### src/logic/acq_sync_defines.svh
// Named constants for the multi-module acquisition synchronisation block.
`ifndef ACQ_SYNC_DEFINES_SVH
`define ACQ_SYNC_DEFINES_SVH

`define ACQ_CLK_PERIOD_NS   20
`define ACQ_BASE_PERIOD_NS  1000
`define ACQ_BASE_HALF_CYC   ((`ACQ_BASE_PERIOD_NS / `ACQ_CLK_PERIOD_NS) / 2)
`define ACQ_DIV_W           8
`define ACQ_SYNC_DEPTH      3
`define ACQ_MODE_CODE_NONE   2'h0
`define ACQ_MODE_CODE_MASTER 2'h1
`define ACQ_MODE_CODE_SLAVE  2'h2
`define ACQ_SRC_CODE_SW     2'h0
`define ACQ_SRC_CODE_EXT    2'h1
`define ACQ_SRC_CODE_THRESH 2'h2

`endif

### src/logic/acq_sync_pkg.sv
// Types shared by the acquisition synchronisation modules.
`default_nettype none
package acq_sync_pkg;

    typedef enum logic [1:0] {
        MODE_NONE,
        MODE_MASTER,
        MODE_SLAVE
    } sync_mode_e;

    typedef enum logic [1:0] {
        SRC_SW,
        SRC_EXT,
        SRC_THRESH
    } trig_src_e;

    typedef enum logic [1:0] {
        ST_IDLE,
        ST_ARMED,
        ST_RUN
    } acq_state_e;

    typedef struct packed {
        sync_mode_e mode;
        acq_state_e state;
        logic       armed;
        logic       acquiring;
        logic [2:0] ext_sync;
        logic       ext_lvl;
        logic [2:0] ltrig_sync;
        logic       ltrig_lvl;
        logic [2:0] lclk_sync;
        logic       lclk_lvl;
        logic       thresh_prev;
        logic [7:0] div_cnt;
        logic       lclk;
        logic       base_tick;
        logic       ao_tick;
        logic       link_clk_out;
        logic       link_trig_out;
        logic       link_oe;
    } top_state_s;

endpackage
`default_nettype wire

### src/logic/pacer_if.sv
// Carrier between the synchronisation control and the sample pacer.
`timescale 1ns/100ps
`default_nettype none
interface pacer_if #(parameter int RATE_W = 16);
    logic              base_tick;
    logic              run;
    logic [RATE_W-1:0] rate_div;
    logic              sample_tick;

    modport ctrl  (output base_tick, output run, output rate_div, input sample_tick);
    modport pacer (input base_tick, input run, input rate_div, output sample_tick);
endinterface
`default_nettype wire

### src/logic/multi_module_acq_sync.sv
// Mode, trigger and sample clock steering for multi-module synchronisation.
// Notes on behaviour
// [RL1] Mode is master, slave or none.
// [RL2] Master drives trigger and clock onto link.
// [RL3] Slave takes trigger and clock from link.
// [RL4] Slave ignores external and threshold triggers.
// [RL5] Default none mode uses the local clock.
// [RL6] Local clock paces analog input and output.
// [RL7] Mode holds until changed or application exits.
// [RL8] At most four parallel, two daisy-chained.
// [RL9] Slaves are started before the master.
// [RL10] Master accepts any supported trigger source.
// [RL11] All modules start within one conversion.
// [RL12] Each module keeps its own sample rate.
// [RL13] Master stop leaves slaves running.
// [RL14] Started slave waits armed for link trigger.
`timescale 1ns/100ps
`default_nettype none
`include "acq_sync_defines.svh"
module multi_module_acq_sync #(
    parameter int RATE_W = 16
) (
    input  wire logic              clk_sys,       // System clock, 50 MHz, USB derived.
    input  wire logic              resetn,        // Asynchronous reset, active low.
    input  wire logic [1:0]        mode_code,     // Requested synchronisation mode.
    input  wire logic              mode_wr,       // Pulse: take mode_code.
    input  wire logic              app_exit,      // Pulse: application ended.
    input  wire logic [1:0]        trig_src,      // Trigger source when not slave.
    input  wire logic              sw_trig,       // Pulse: software trigger.
    input  wire logic              ext_trig,      // External trigger pin, asynchronous.
    input  wire logic              thresh_hit,    // Analog threshold comparator level.
    input  wire logic              ai_start,      // Pulse: start analog input.
    input  wire logic              ai_stop,       // Pulse: stop analog input.
    input  wire logic [RATE_W-1:0] rate_div,      // Base ticks per sample, 0 as 1.
    input  wire logic              link_clk_in,   // Link clock pin, asynchronous.
    input  wire logic              link_trig_in,  // Link trigger pin, asynchronous.
    output logic                   link_clk_out,  // Link clock drive.
    output logic                   link_trig_out, // Link trigger drive.
    output logic                   link_oe,       // High while driving the link.
    output logic [1:0]             mode_now,      // Mode in force.
    output logic                   armed,         // Waiting for trigger.
    output logic                   acquiring,     // Acquisition running.
    output logic                   sample_tick,   // Pulse: one analog input conversion.
    output logic                   ao_tick        // Pulse: analog output update.
);
    acq_sync_pkg::top_state_s s_reg;
    acq_sync_pkg::top_state_s s_next;
    logic                     ext_rise;
    logic                     ltrig_rise;
    logic                     lclk_rise;
    logic                     thresh_rise;
    logic                     src_hit;
    logic                     trig_hit;
    logic                     local_rise;
    logic                     is_slave;

    pacer_if #(.RATE_W(RATE_W)) pif ();

    generate
        if (RATE_W < 1 || RATE_W > 16) begin : g_bad_width
            $error("multi_module_acq_sync: RATE_W must lie between 1 and 16");
        end
        if (`ACQ_BASE_HALF_CYC < 1 || `ACQ_BASE_HALF_CYC > 255) begin : g_bad_half
            $error("multi_module_acq_sync: base clock half period out of range");
        end
    endgenerate

    // Pin levels count only once the second and third stages agree, which
    // rejects a single metastable or glitching sample.
    always_comb begin
        is_slave    = (s_reg.mode == acq_sync_pkg::MODE_SLAVE);
        ext_rise    = (s_reg.ext_sync[1] == s_reg.ext_sync[2]) && s_reg.ext_sync[2]
                      && !s_reg.ext_lvl;
        ltrig_rise  = (s_reg.ltrig_sync[1] == s_reg.ltrig_sync[2]) && s_reg.ltrig_sync[2]
                      && !s_reg.ltrig_lvl;
        lclk_rise   = (s_reg.lclk_sync[1] == s_reg.lclk_sync[2]) && s_reg.lclk_sync[2]
                      && !s_reg.lclk_lvl;
        thresh_rise = thresh_hit && !s_reg.thresh_prev;
        local_rise  = (s_reg.div_cnt == 8'(`ACQ_BASE_HALF_CYC - 1)) && !s_reg.lclk;
        case (trig_src)
            `ACQ_SRC_CODE_SW:     src_hit = sw_trig;      // RL10
            `ACQ_SRC_CODE_EXT:    src_hit = ext_rise;     // RL10
            `ACQ_SRC_CODE_THRESH: src_hit = thresh_rise;  // RL10
            default:              src_hit = 1'b0;
        endcase
        trig_hit = is_slave ? ltrig_rise : src_hit; // RL3 RL4
    end

    always_comb begin
        s_next             = s_reg;
        s_next.ext_sync    = {s_reg.ext_sync[1:0], ext_trig};
        s_next.ltrig_sync  = {s_reg.ltrig_sync[1:0], link_trig_in};
        s_next.lclk_sync   = {s_reg.lclk_sync[1:0], link_clk_in};
        if (s_reg.ext_sync[1] == s_reg.ext_sync[2]) begin
            s_next.ext_lvl = s_reg.ext_sync[2];
        end
        if (s_reg.ltrig_sync[1] == s_reg.ltrig_sync[2]) begin
            s_next.ltrig_lvl = s_reg.ltrig_sync[2];
        end
        if (s_reg.lclk_sync[1] == s_reg.lclk_sync[2]) begin
            s_next.lclk_lvl = s_reg.lclk_sync[2];
        end
        s_next.thresh_prev = thresh_hit;

        // The mode is only ever moved by an explicit write or an exit.
        if (app_exit) begin
            s_next.mode = acq_sync_pkg::MODE_NONE; // RL7
        end else if (mode_wr) begin
            case (mode_code)
                `ACQ_MODE_CODE_NONE:   s_next.mode = acq_sync_pkg::MODE_NONE;   // RL1
                `ACQ_MODE_CODE_MASTER: s_next.mode = acq_sync_pkg::MODE_MASTER; // RL1
                `ACQ_MODE_CODE_SLAVE:  s_next.mode = acq_sync_pkg::MODE_SLAVE;  // RL1
                default:               s_next.mode = s_reg.mode;
            endcase
        end

        // Local base clock from the USB-derived system clock.
        if (s_reg.div_cnt == 8'(`ACQ_BASE_HALF_CYC - 1)) begin
            s_next.div_cnt = '0;
            s_next.lclk    = !s_reg.lclk;
        end else begin
            s_next.div_cnt = 8'(s_reg.div_cnt + 1'b1);
        end
        s_next.base_tick = is_slave ? lclk_rise : local_rise; // RL3 RL5 RL6
        s_next.ao_tick   = s_next.base_tick;                  // RL6

        case (s_reg.state)
            acq_sync_pkg::ST_IDLE: begin
                if (ai_start) begin
                    s_next.state = acq_sync_pkg::ST_ARMED;
                end
            end
            acq_sync_pkg::ST_ARMED: begin
                if (ai_stop) begin
                    s_next.state = acq_sync_pkg::ST_IDLE;
                end else if (trig_hit) begin
                    s_next.state = acq_sync_pkg::ST_RUN; // RL14 RL11
                end
            end
            acq_sync_pkg::ST_RUN: begin
                // A slave ignores the link trigger falling; only its own stop ends it.
                if (ai_stop) begin
                    s_next.state = acq_sync_pkg::ST_IDLE; // RL13
                end
            end
            default: s_next.state = acq_sync_pkg::ST_IDLE;
        endcase

        s_next.link_oe       = (s_next.mode == acq_sync_pkg::MODE_MASTER); // RL2
        s_next.link_clk_out  = s_next.lclk;                                // RL2
        s_next.link_trig_out = s_next.link_oe
                               && (s_next.state == acq_sync_pkg::ST_RUN);  // RL2
        // Status levels get flops of their own so that no state decode reaches a pin;
        // they follow the state register in the same cycle.
        s_next.armed         = (s_next.state == acq_sync_pkg::ST_ARMED);  // RL14
        s_next.acquiring     = (s_next.state == acq_sync_pkg::ST_RUN);    // RL13
    end

    always_ff @(posedge clk_sys or negedge resetn) begin
        if (!resetn) begin
            s_reg <= '0; // RL5
        end else begin
            s_reg <= s_next;
        end
    end

    assign pif.base_tick = s_reg.base_tick;
    assign pif.run       = (s_reg.state == acq_sync_pkg::ST_RUN); // RL14
    assign pif.rate_div  = rate_div;                               // RL12

    sample_pacer #(.RATE_W(RATE_W)) u_pacer (
        .clk_sys (clk_sys),
        .resetn  (resetn),
        .pif     (pif.pacer)
    );

    assign link_clk_out  = s_reg.link_clk_out;
    assign link_trig_out = s_reg.link_trig_out;
    assign link_oe       = s_reg.link_oe;
    assign mode_now      = s_reg.mode;
    assign armed         = s_reg.armed;
    assign acquiring     = s_reg.acquiring;
    assign sample_tick   = pif.sample_tick;
    assign ao_tick       = s_reg.ao_tick;
endmodule // multi_module_acq_sync
`default_nettype wire

### src/logic/sample_pacer.sv
// Divides the selected base clock down to this module's own sample rate.
`timescale 1ns/100ps
`default_nettype none
module sample_pacer #(
    parameter int RATE_W = 16
) (
    input  wire logic clk_sys,    // System clock.
    input  wire logic resetn,     // Asynchronous reset, active low.
    pacer_if.pacer    pif         // Base tick, run and divider in; sample tick out.
);
    typedef struct packed {
        logic [RATE_W-1:0] cnt;
        logic              tick;
    } pacer_state_s;

    pacer_state_s s_reg;
    pacer_state_s s_next;

    generate
        if (RATE_W < 1 || RATE_W > 16) begin : g_bad_width
            $error("sample_pacer: RATE_W must lie between 1 and 16");
        end
    endgenerate

    // A fresh start always counts from zero, so the first sample falls on
    // the first base tick after the trigger on every module alike.
    always_comb begin
        s_next      = s_reg;
        s_next.tick = 1'b0;
        if (!pif.run) begin
            s_next.cnt = '0;
        end else if (pif.base_tick) begin
            if (s_reg.cnt == '0) begin
                s_next.tick = 1'b1; // RL12
                s_next.cnt  = (pif.rate_div == '0) ? '0 : RATE_W'(pif.rate_div - 1'b1);
            end else begin
                s_next.cnt = RATE_W'(s_reg.cnt - 1'b1);
            end
        end
    end

    always_ff @(posedge clk_sys or negedge resetn) begin
        if (!resetn) begin
            s_reg <= '0;
        end else begin
            s_reg <= s_next;
        end
    end

    assign pif.sample_tick = s_reg.tick;
endmodule // sample_pacer
`default_nettype wire

### config.mk
export PLATFORM = sky130hd
export DESIGN_NAME = multi_module_acq_sync
export DESIGN_NICKNAME = d
export VERILOG_FILES = /design/src/logic/acq_sync_pkg.sv /design/src/logic/pacer_if.sv /design/src/logic/multi_module_acq_sync.sv /design/src/logic/sample_pacer.sv
export VERILOG_INCLUDE_DIRS = /design/src /design/src/logic
export SDC_FILE = /design/constraint.sdc
export NUM_CORES = 1
export LEC_CHECK = 0
export BUFFER_PORTS_ARGS = -buffer_cell sky130_fd_sc_hd__buf_2
export CAP_MARGIN = 20
export CORE_MARGIN = 2
export CORE_UTILIZATION = 51
export CTS_CLUSTER_SIZE = 12
export DETAILED_ROUTE_END_ITERATION = 8
export HOLD_SLACK_MARGIN = 0.06
export PLACE_DENSITY = 0.76
export SETUP_SLACK_MARGIN = 0.4
export SKIP_LAST_GASP = 1
export SLEW_MARGIN = 40
export SYNTH_ARGS = -nofsm -noshare
export SYNTH_HDL_FRONTEND = slang
export SYNTH_SLANG_ARGS = --single-unit
export TNS_END_PERCENT = 20
### constraint.sdc
create_clock -name clk_sys -period 2.3 [get_ports clk_sys]
set_clock_uncertainty 0.1 [all_clocks]
set_input_delay 0.23 -clock clk_sys [delete_from_list [all_inputs] [get_ports clk_sys]]
set_output_delay 0.23 -clock clk_sys [all_outputs]
set_load 0.01 [all_outputs]
### Yosys cells after proc, flatten, opt, wreduce, memory -nomap -nowiden

Index checks and enable logic that the tools add are counted.

* register bits after elaboration: 48
* bits of input ports: 31
* output and inout port bits: 9

* add/sub/neg operators: 3
* equality and inequality tests: 15
* multiplexer cells: 18
* reductions and logical operators: 19

Operator list (number)
* 16-bit 2-to-1 mux: 3
* 16-bit zero test: 2
* 16-bit by 1-bit subtractor with 16-bit output (second input constant): 2
* 17-bit 2-to-1 mux: 1
* 2-bit 2-to-1 mux: 6
* 2-bit one-hot mux with 3 select lines: 2
* 2-bit by 1-bit equality test with 1-bit output (second input constant): 5
* 2-bit equality test (second input constant): 5
* 1-bit logical AND: 9
* 8-bit by 1-bit adder with 8-bit output (second input constant): 1
* 8-bit by 5-bit equality test with 1-bit output (second input constant): 1
* 8-bit 2-to-1 mux: 1
* 2-bit zero test: 3
* 1-bit zero test: 5
* 1-bit 2-to-1 mux: 4
* 1-bit equality test: 3
* 1-bit one-hot mux with 3 select lines: 1
* 2-bit != test (second input constant): 1

### Longest topological paths before layout

* depth after elaboration: 10
* gate-level depth with buffers: 9

### Cells and area by module

From an unflattened synthesis, not the netlist that was laid out.

* cell total of the unflattened synthesis: 267
* area, all modules: 2751.4 sq um

Modules (own cells, without submodules)
* sample_pacer: times used 1, cells each 172, area each 1491.4 sq um
* multi_module_acq_sync: times used 1, cells each 95, area each 1260.0 sq um

### Worst setup path before layout

No wires, ideal clock.

* kind: reg-to-reg
* from: reg u_pacer.s_reg[1] in the netlist's numbering
* to: reg u_pacer.s_reg[15] in the netlist's numbering
* setup time: 126 ps
* arrival time: 2010 ps
* data required time: 2074 ps
* slack: 64 ps
* stages on the path, launching flop included: 10
* period minus slack after synthesis: 2236 ps
* cell sequence: dfrtp_1 -> inv_1 -> ha_1 -> or4b_2 -> nor4_4 -> buf_4 -> buf_6 -> o21ai_0 -> a32oi_1 -> o21ai_1

* cells in the longest elaborated chain, start to end: 4
* elaborated cells on any way between the ends: 5
* classes of those cells: add/sub (1); mux (3); reduce/logical (1)

Ends and longest elaborated chain
* from (decl): line sample_pacer.sv:16 `pacer_state_s s_reg;`
* from (signal assigned): line sample_pacer.sv:46 `s_reg <= s_next;`
* 16-bit by 1-bit subtractor with 16-bit output or 16-bit zero test (tied branches): line sample_pacer.sv:37, sample_pacer.sv:33
* 16-bit 2-to-1 mux *: line sample_pacer.sv:33 `if (s_reg.cnt == '0) begin`
* 17-bit 2-to-1 mux *: line sample_pacer.sv:32 `end else if (pif.base_tick) begin`
* 16-bit 2-to-1 mux *: line sample_pacer.sv:30 `if (!pif.run) begin`

Every way passes the cells marked *; elsewhere a longest branch is shown, timed or not. The select of a mux whose other input is x is not followed.
A chain may end at the register's enable or synchronous reset.

### Final worst setup path

* from: reg u_pacer.s_reg[1] in the netlist's numbering
* to: reg u_pacer.s_reg[9] in the netlist's numbering

The elaborated chain is that of the path after synthesis.

==> results.toml <==
[clock_network]
cts_max_path_buffers = 2
numCtsBuffers = 5
clkSinkCount = 48
clk_pin_slew_ps = 90
clkLatencyLatePin_ps = 300
root_buffer = "clkbuf_8"
htree_num_levels = 2
tritoncts = "done"

[route]
drtIter0Drc = 197
ant_nets = 0
vias_per_cell = 5.62
routed_wirelength_um = 6090
firstDrtPassIters = 4
drt_drc_violations_left = 0
wl_per_cell_um = 15.7
vias = 2188

[timing]
post-route-period-util_pct = 99.4
rsz0062_at_grt = "true"
fin_tns_setup_ps = 0
hold_viol = 0
max_freq_mhz = 438
finalSetupViolCount = 0
holdWs_ps = 128
min_period_ps = 2290
finalMaxSlewViolations = 0
worst_slew_pin_slew_ps = 581
slew_headroom_pct = 61.3

[die]
io_pins = 40
die_area_mm2 = 0.00562
rows = 25
fp.dieH_um = 75.0
initial_core_util_pct = 53.7
die_x_um = 75.0
fp.coreArea_mm2 = 0.00479

[setup_path]
critPathMaxFanout = 8
crit_path_start_kind = "register"
critical_path_class = "reg2reg"
critPathCaptureType = "register"
critPathBufInv = 4
slowest_stage = "or4b_4"
cp.arrival_ps = 2370
critPathMaxStageDelay_ps = 480
path_cells = "inv_2, ha_1, or4b_4, nor4_4, buf_4, buf_12, buf_16, nor4bb_1, o21ai_1, o21ai_0"
cp.required_ps = 2390
crit_family = "simple AND/OR/NAND/NOR gates"

[yosys]
syn_nets = 292
synth_edf_count = 0
async_flop_share_pct = 100
syn_area_mm2 = 0.00257
synth-warning-count = 0
seq_area_frac_synth_pct = 46.7
ys_types = 52
avgSynthCellArea_um2 = 10.2
synthCells = 252
ys_ff_latch = 48
synthFlopType = "dfrtp_1"

[place]
dpl_cell_area_mm2 = 0.00290
port_buffers = 39
dp_cells = 359
gp_congestion = 0.868
dpl.hpwl_um = 3840

[grt]
grt_pass1_wl_um = 10100
gr-total-overflow = 0
grt_pass1_vias = 2138
grt_max_degree = 44
grt.total_usage_pct = 24.2
antenna_found_initial = 0

[finish]
multiInputGateArea_mm2 = 0.00131
final_cell_area_mm2 = 0.00332
n_fill_cell = 335
finalNonFillerCells = 389
nets = 361
layout_common_cells = "48 x dfrtp_1, 38 x buf_2, 23 x nor2_1, 20 x buf_4, 17 x nor3_1"
area_growth_pct = 29.1
diodes = 0
drive_gt1_share_pct = 30.4
final_common_cell = "dfrtp_1"
largest_register_ffs = 17
seqCellArea_mm2 = 0.00120

[hold_path]
worstHoldPathType = "in2reg"

[pwr]
power_frac_seq_pct = 45.4
power.density_cell_area_mw_per_mm2 = 598
pwr-share-comb_pct = 22.2
power_mw = 1.98
p_switching_mw = 0.522
p_int_mw = 1.46
swShare_pct = 26.3
pwr-share-clk_pct = 32.4
max-vdd-ir-drop_mv = 0.432
p_leak_nw = 1.46

[run_status]
status = "finished clean"

[job]
cap_violations = 0
[worst min-delay path: stages]
cell	delay [ps]
buf_2	80
nor2b_1	40
nor2_1	80
nor3_1	60
[worst paths after layout]
kind	from	endpoint	slack (ps)	depth (start not counted)
min in group asynchronous	resetn	u_pacer.s_reg[11]	350	2
hold / removal	mode_code[0]	mode_now[1]	130	4
setup / recovery	u_pacer.s_reg[1]	u_pacer.s_reg[9]	10	10
max in group asynchronous	resetn	s_reg[10]	1240	3
hold reg to reg	s_next[21]	s_next[22]	260	0
setup reg to reg	u_pacer.s_reg[1]	u_pacer.s_reg[9]	10	10
[routing by layer]
| layer | global-route usage (%) | vias up | part of all wire, % |
|---|---|---|---|
| met5 | 0 | - | 0 |
| met4 | 9.92 | 0 | 2.2 |
| met3 | 4.82 | 16 | 3.4 |
| met2 | 41.3 | 56 | 52 |
| met1 | 30.0 | 1068 | 42 |
| li1 | - | 1048 | - |
[power by group through the flow]
stage / combinational [mW] / sequential (mW) / clock (mW)
final: 0.439 / 0.901 / 0.643
after global routing: 0.477 / 0.906 / 0.688
after CTS: 0.417 / 0.901 / 0.656
after detailed placement: 0.298 / 0.918 / 0
after global placement: 0.292 / 0.917 / 0
after floorplan: 0.194 / 0.919 / 0
[final cells by class]
type	instances	area share, %
multi-input cells	183	39.5
well taps	67	2.53
clock buffers	6	2.49
repair buffers	74	17.1
inverters	9	1.02
clock inverters	2	1.17
flip-flops and latches	48	36.2
[cell families after synthesis]
logic type	share of synthesized area (%)
flip-flops	46.7
XOR/XNOR	7.50
multiplexers	1.70
AO/OA/AOI/OAI	12.3
buffers and inverters	4.19
AND/OR/NAND/NOR	23.2
adder cells (fa/ha/maj)	4.38
[synth_stat cells (all sizes together), types with 2 or more instances]
cell | instances | area (µm²)
a211oi | 2 | 15.0
a21oi | 3 | 15.0
a31oi | 2 | 12.5
a32o | 2 | 20.0
a32oi | 5 | 43.8
and2 | 2 | 12.5
and3 | 3 | 23.8
buf | 8 | 58.8
clkbuf | 4 | 15.0
dfrtp | 48 | 1200
ha | 9 | 113
inv | 9 | 33.8
mux2 | 3 | 33.8
nand2 | 5 | 18.8
nand2b | 6 | 37.5
nand3 | 7 | 35.0
nor2 | 23 | 86.3
nor2b | 7 | 43.8
nor3 | 17 | 85.1
nor4 | 12 | 90.1
o21ai | 21 | 105
o22ai | 5 | 37.5
or2 | 3 | 18.8
or3 | 4 | 30.0
or3b | 2 | 17.5
or4 | 4 | 33.8
xnor2 | 16 | 140
xor2 | 6 | 52.6
[metrics by stage]
stage	utilization (%)	worst slack, ps
2_1_floorplan	-	160
3_3_place_gp	60.5	15.1
3_5_place_dp	60.5	-34.9
4_1_cts	68.4	130
5_1_grt	69.3	-63.9
6_report	69.3	14.3
[repair_timing]
item                                    in CTS  in global routing
endpoints found under the hold margin       53                  0
setup buffers                                6                  5
endpoints found under the setup margin      17                 18
pin swaps                                   12                  0
gates cloned                                 2                  0
gates resized for setup                     16                  1
hold buffers                                 9                  0
Note: power is estimated with default switching activity, not from simulation.
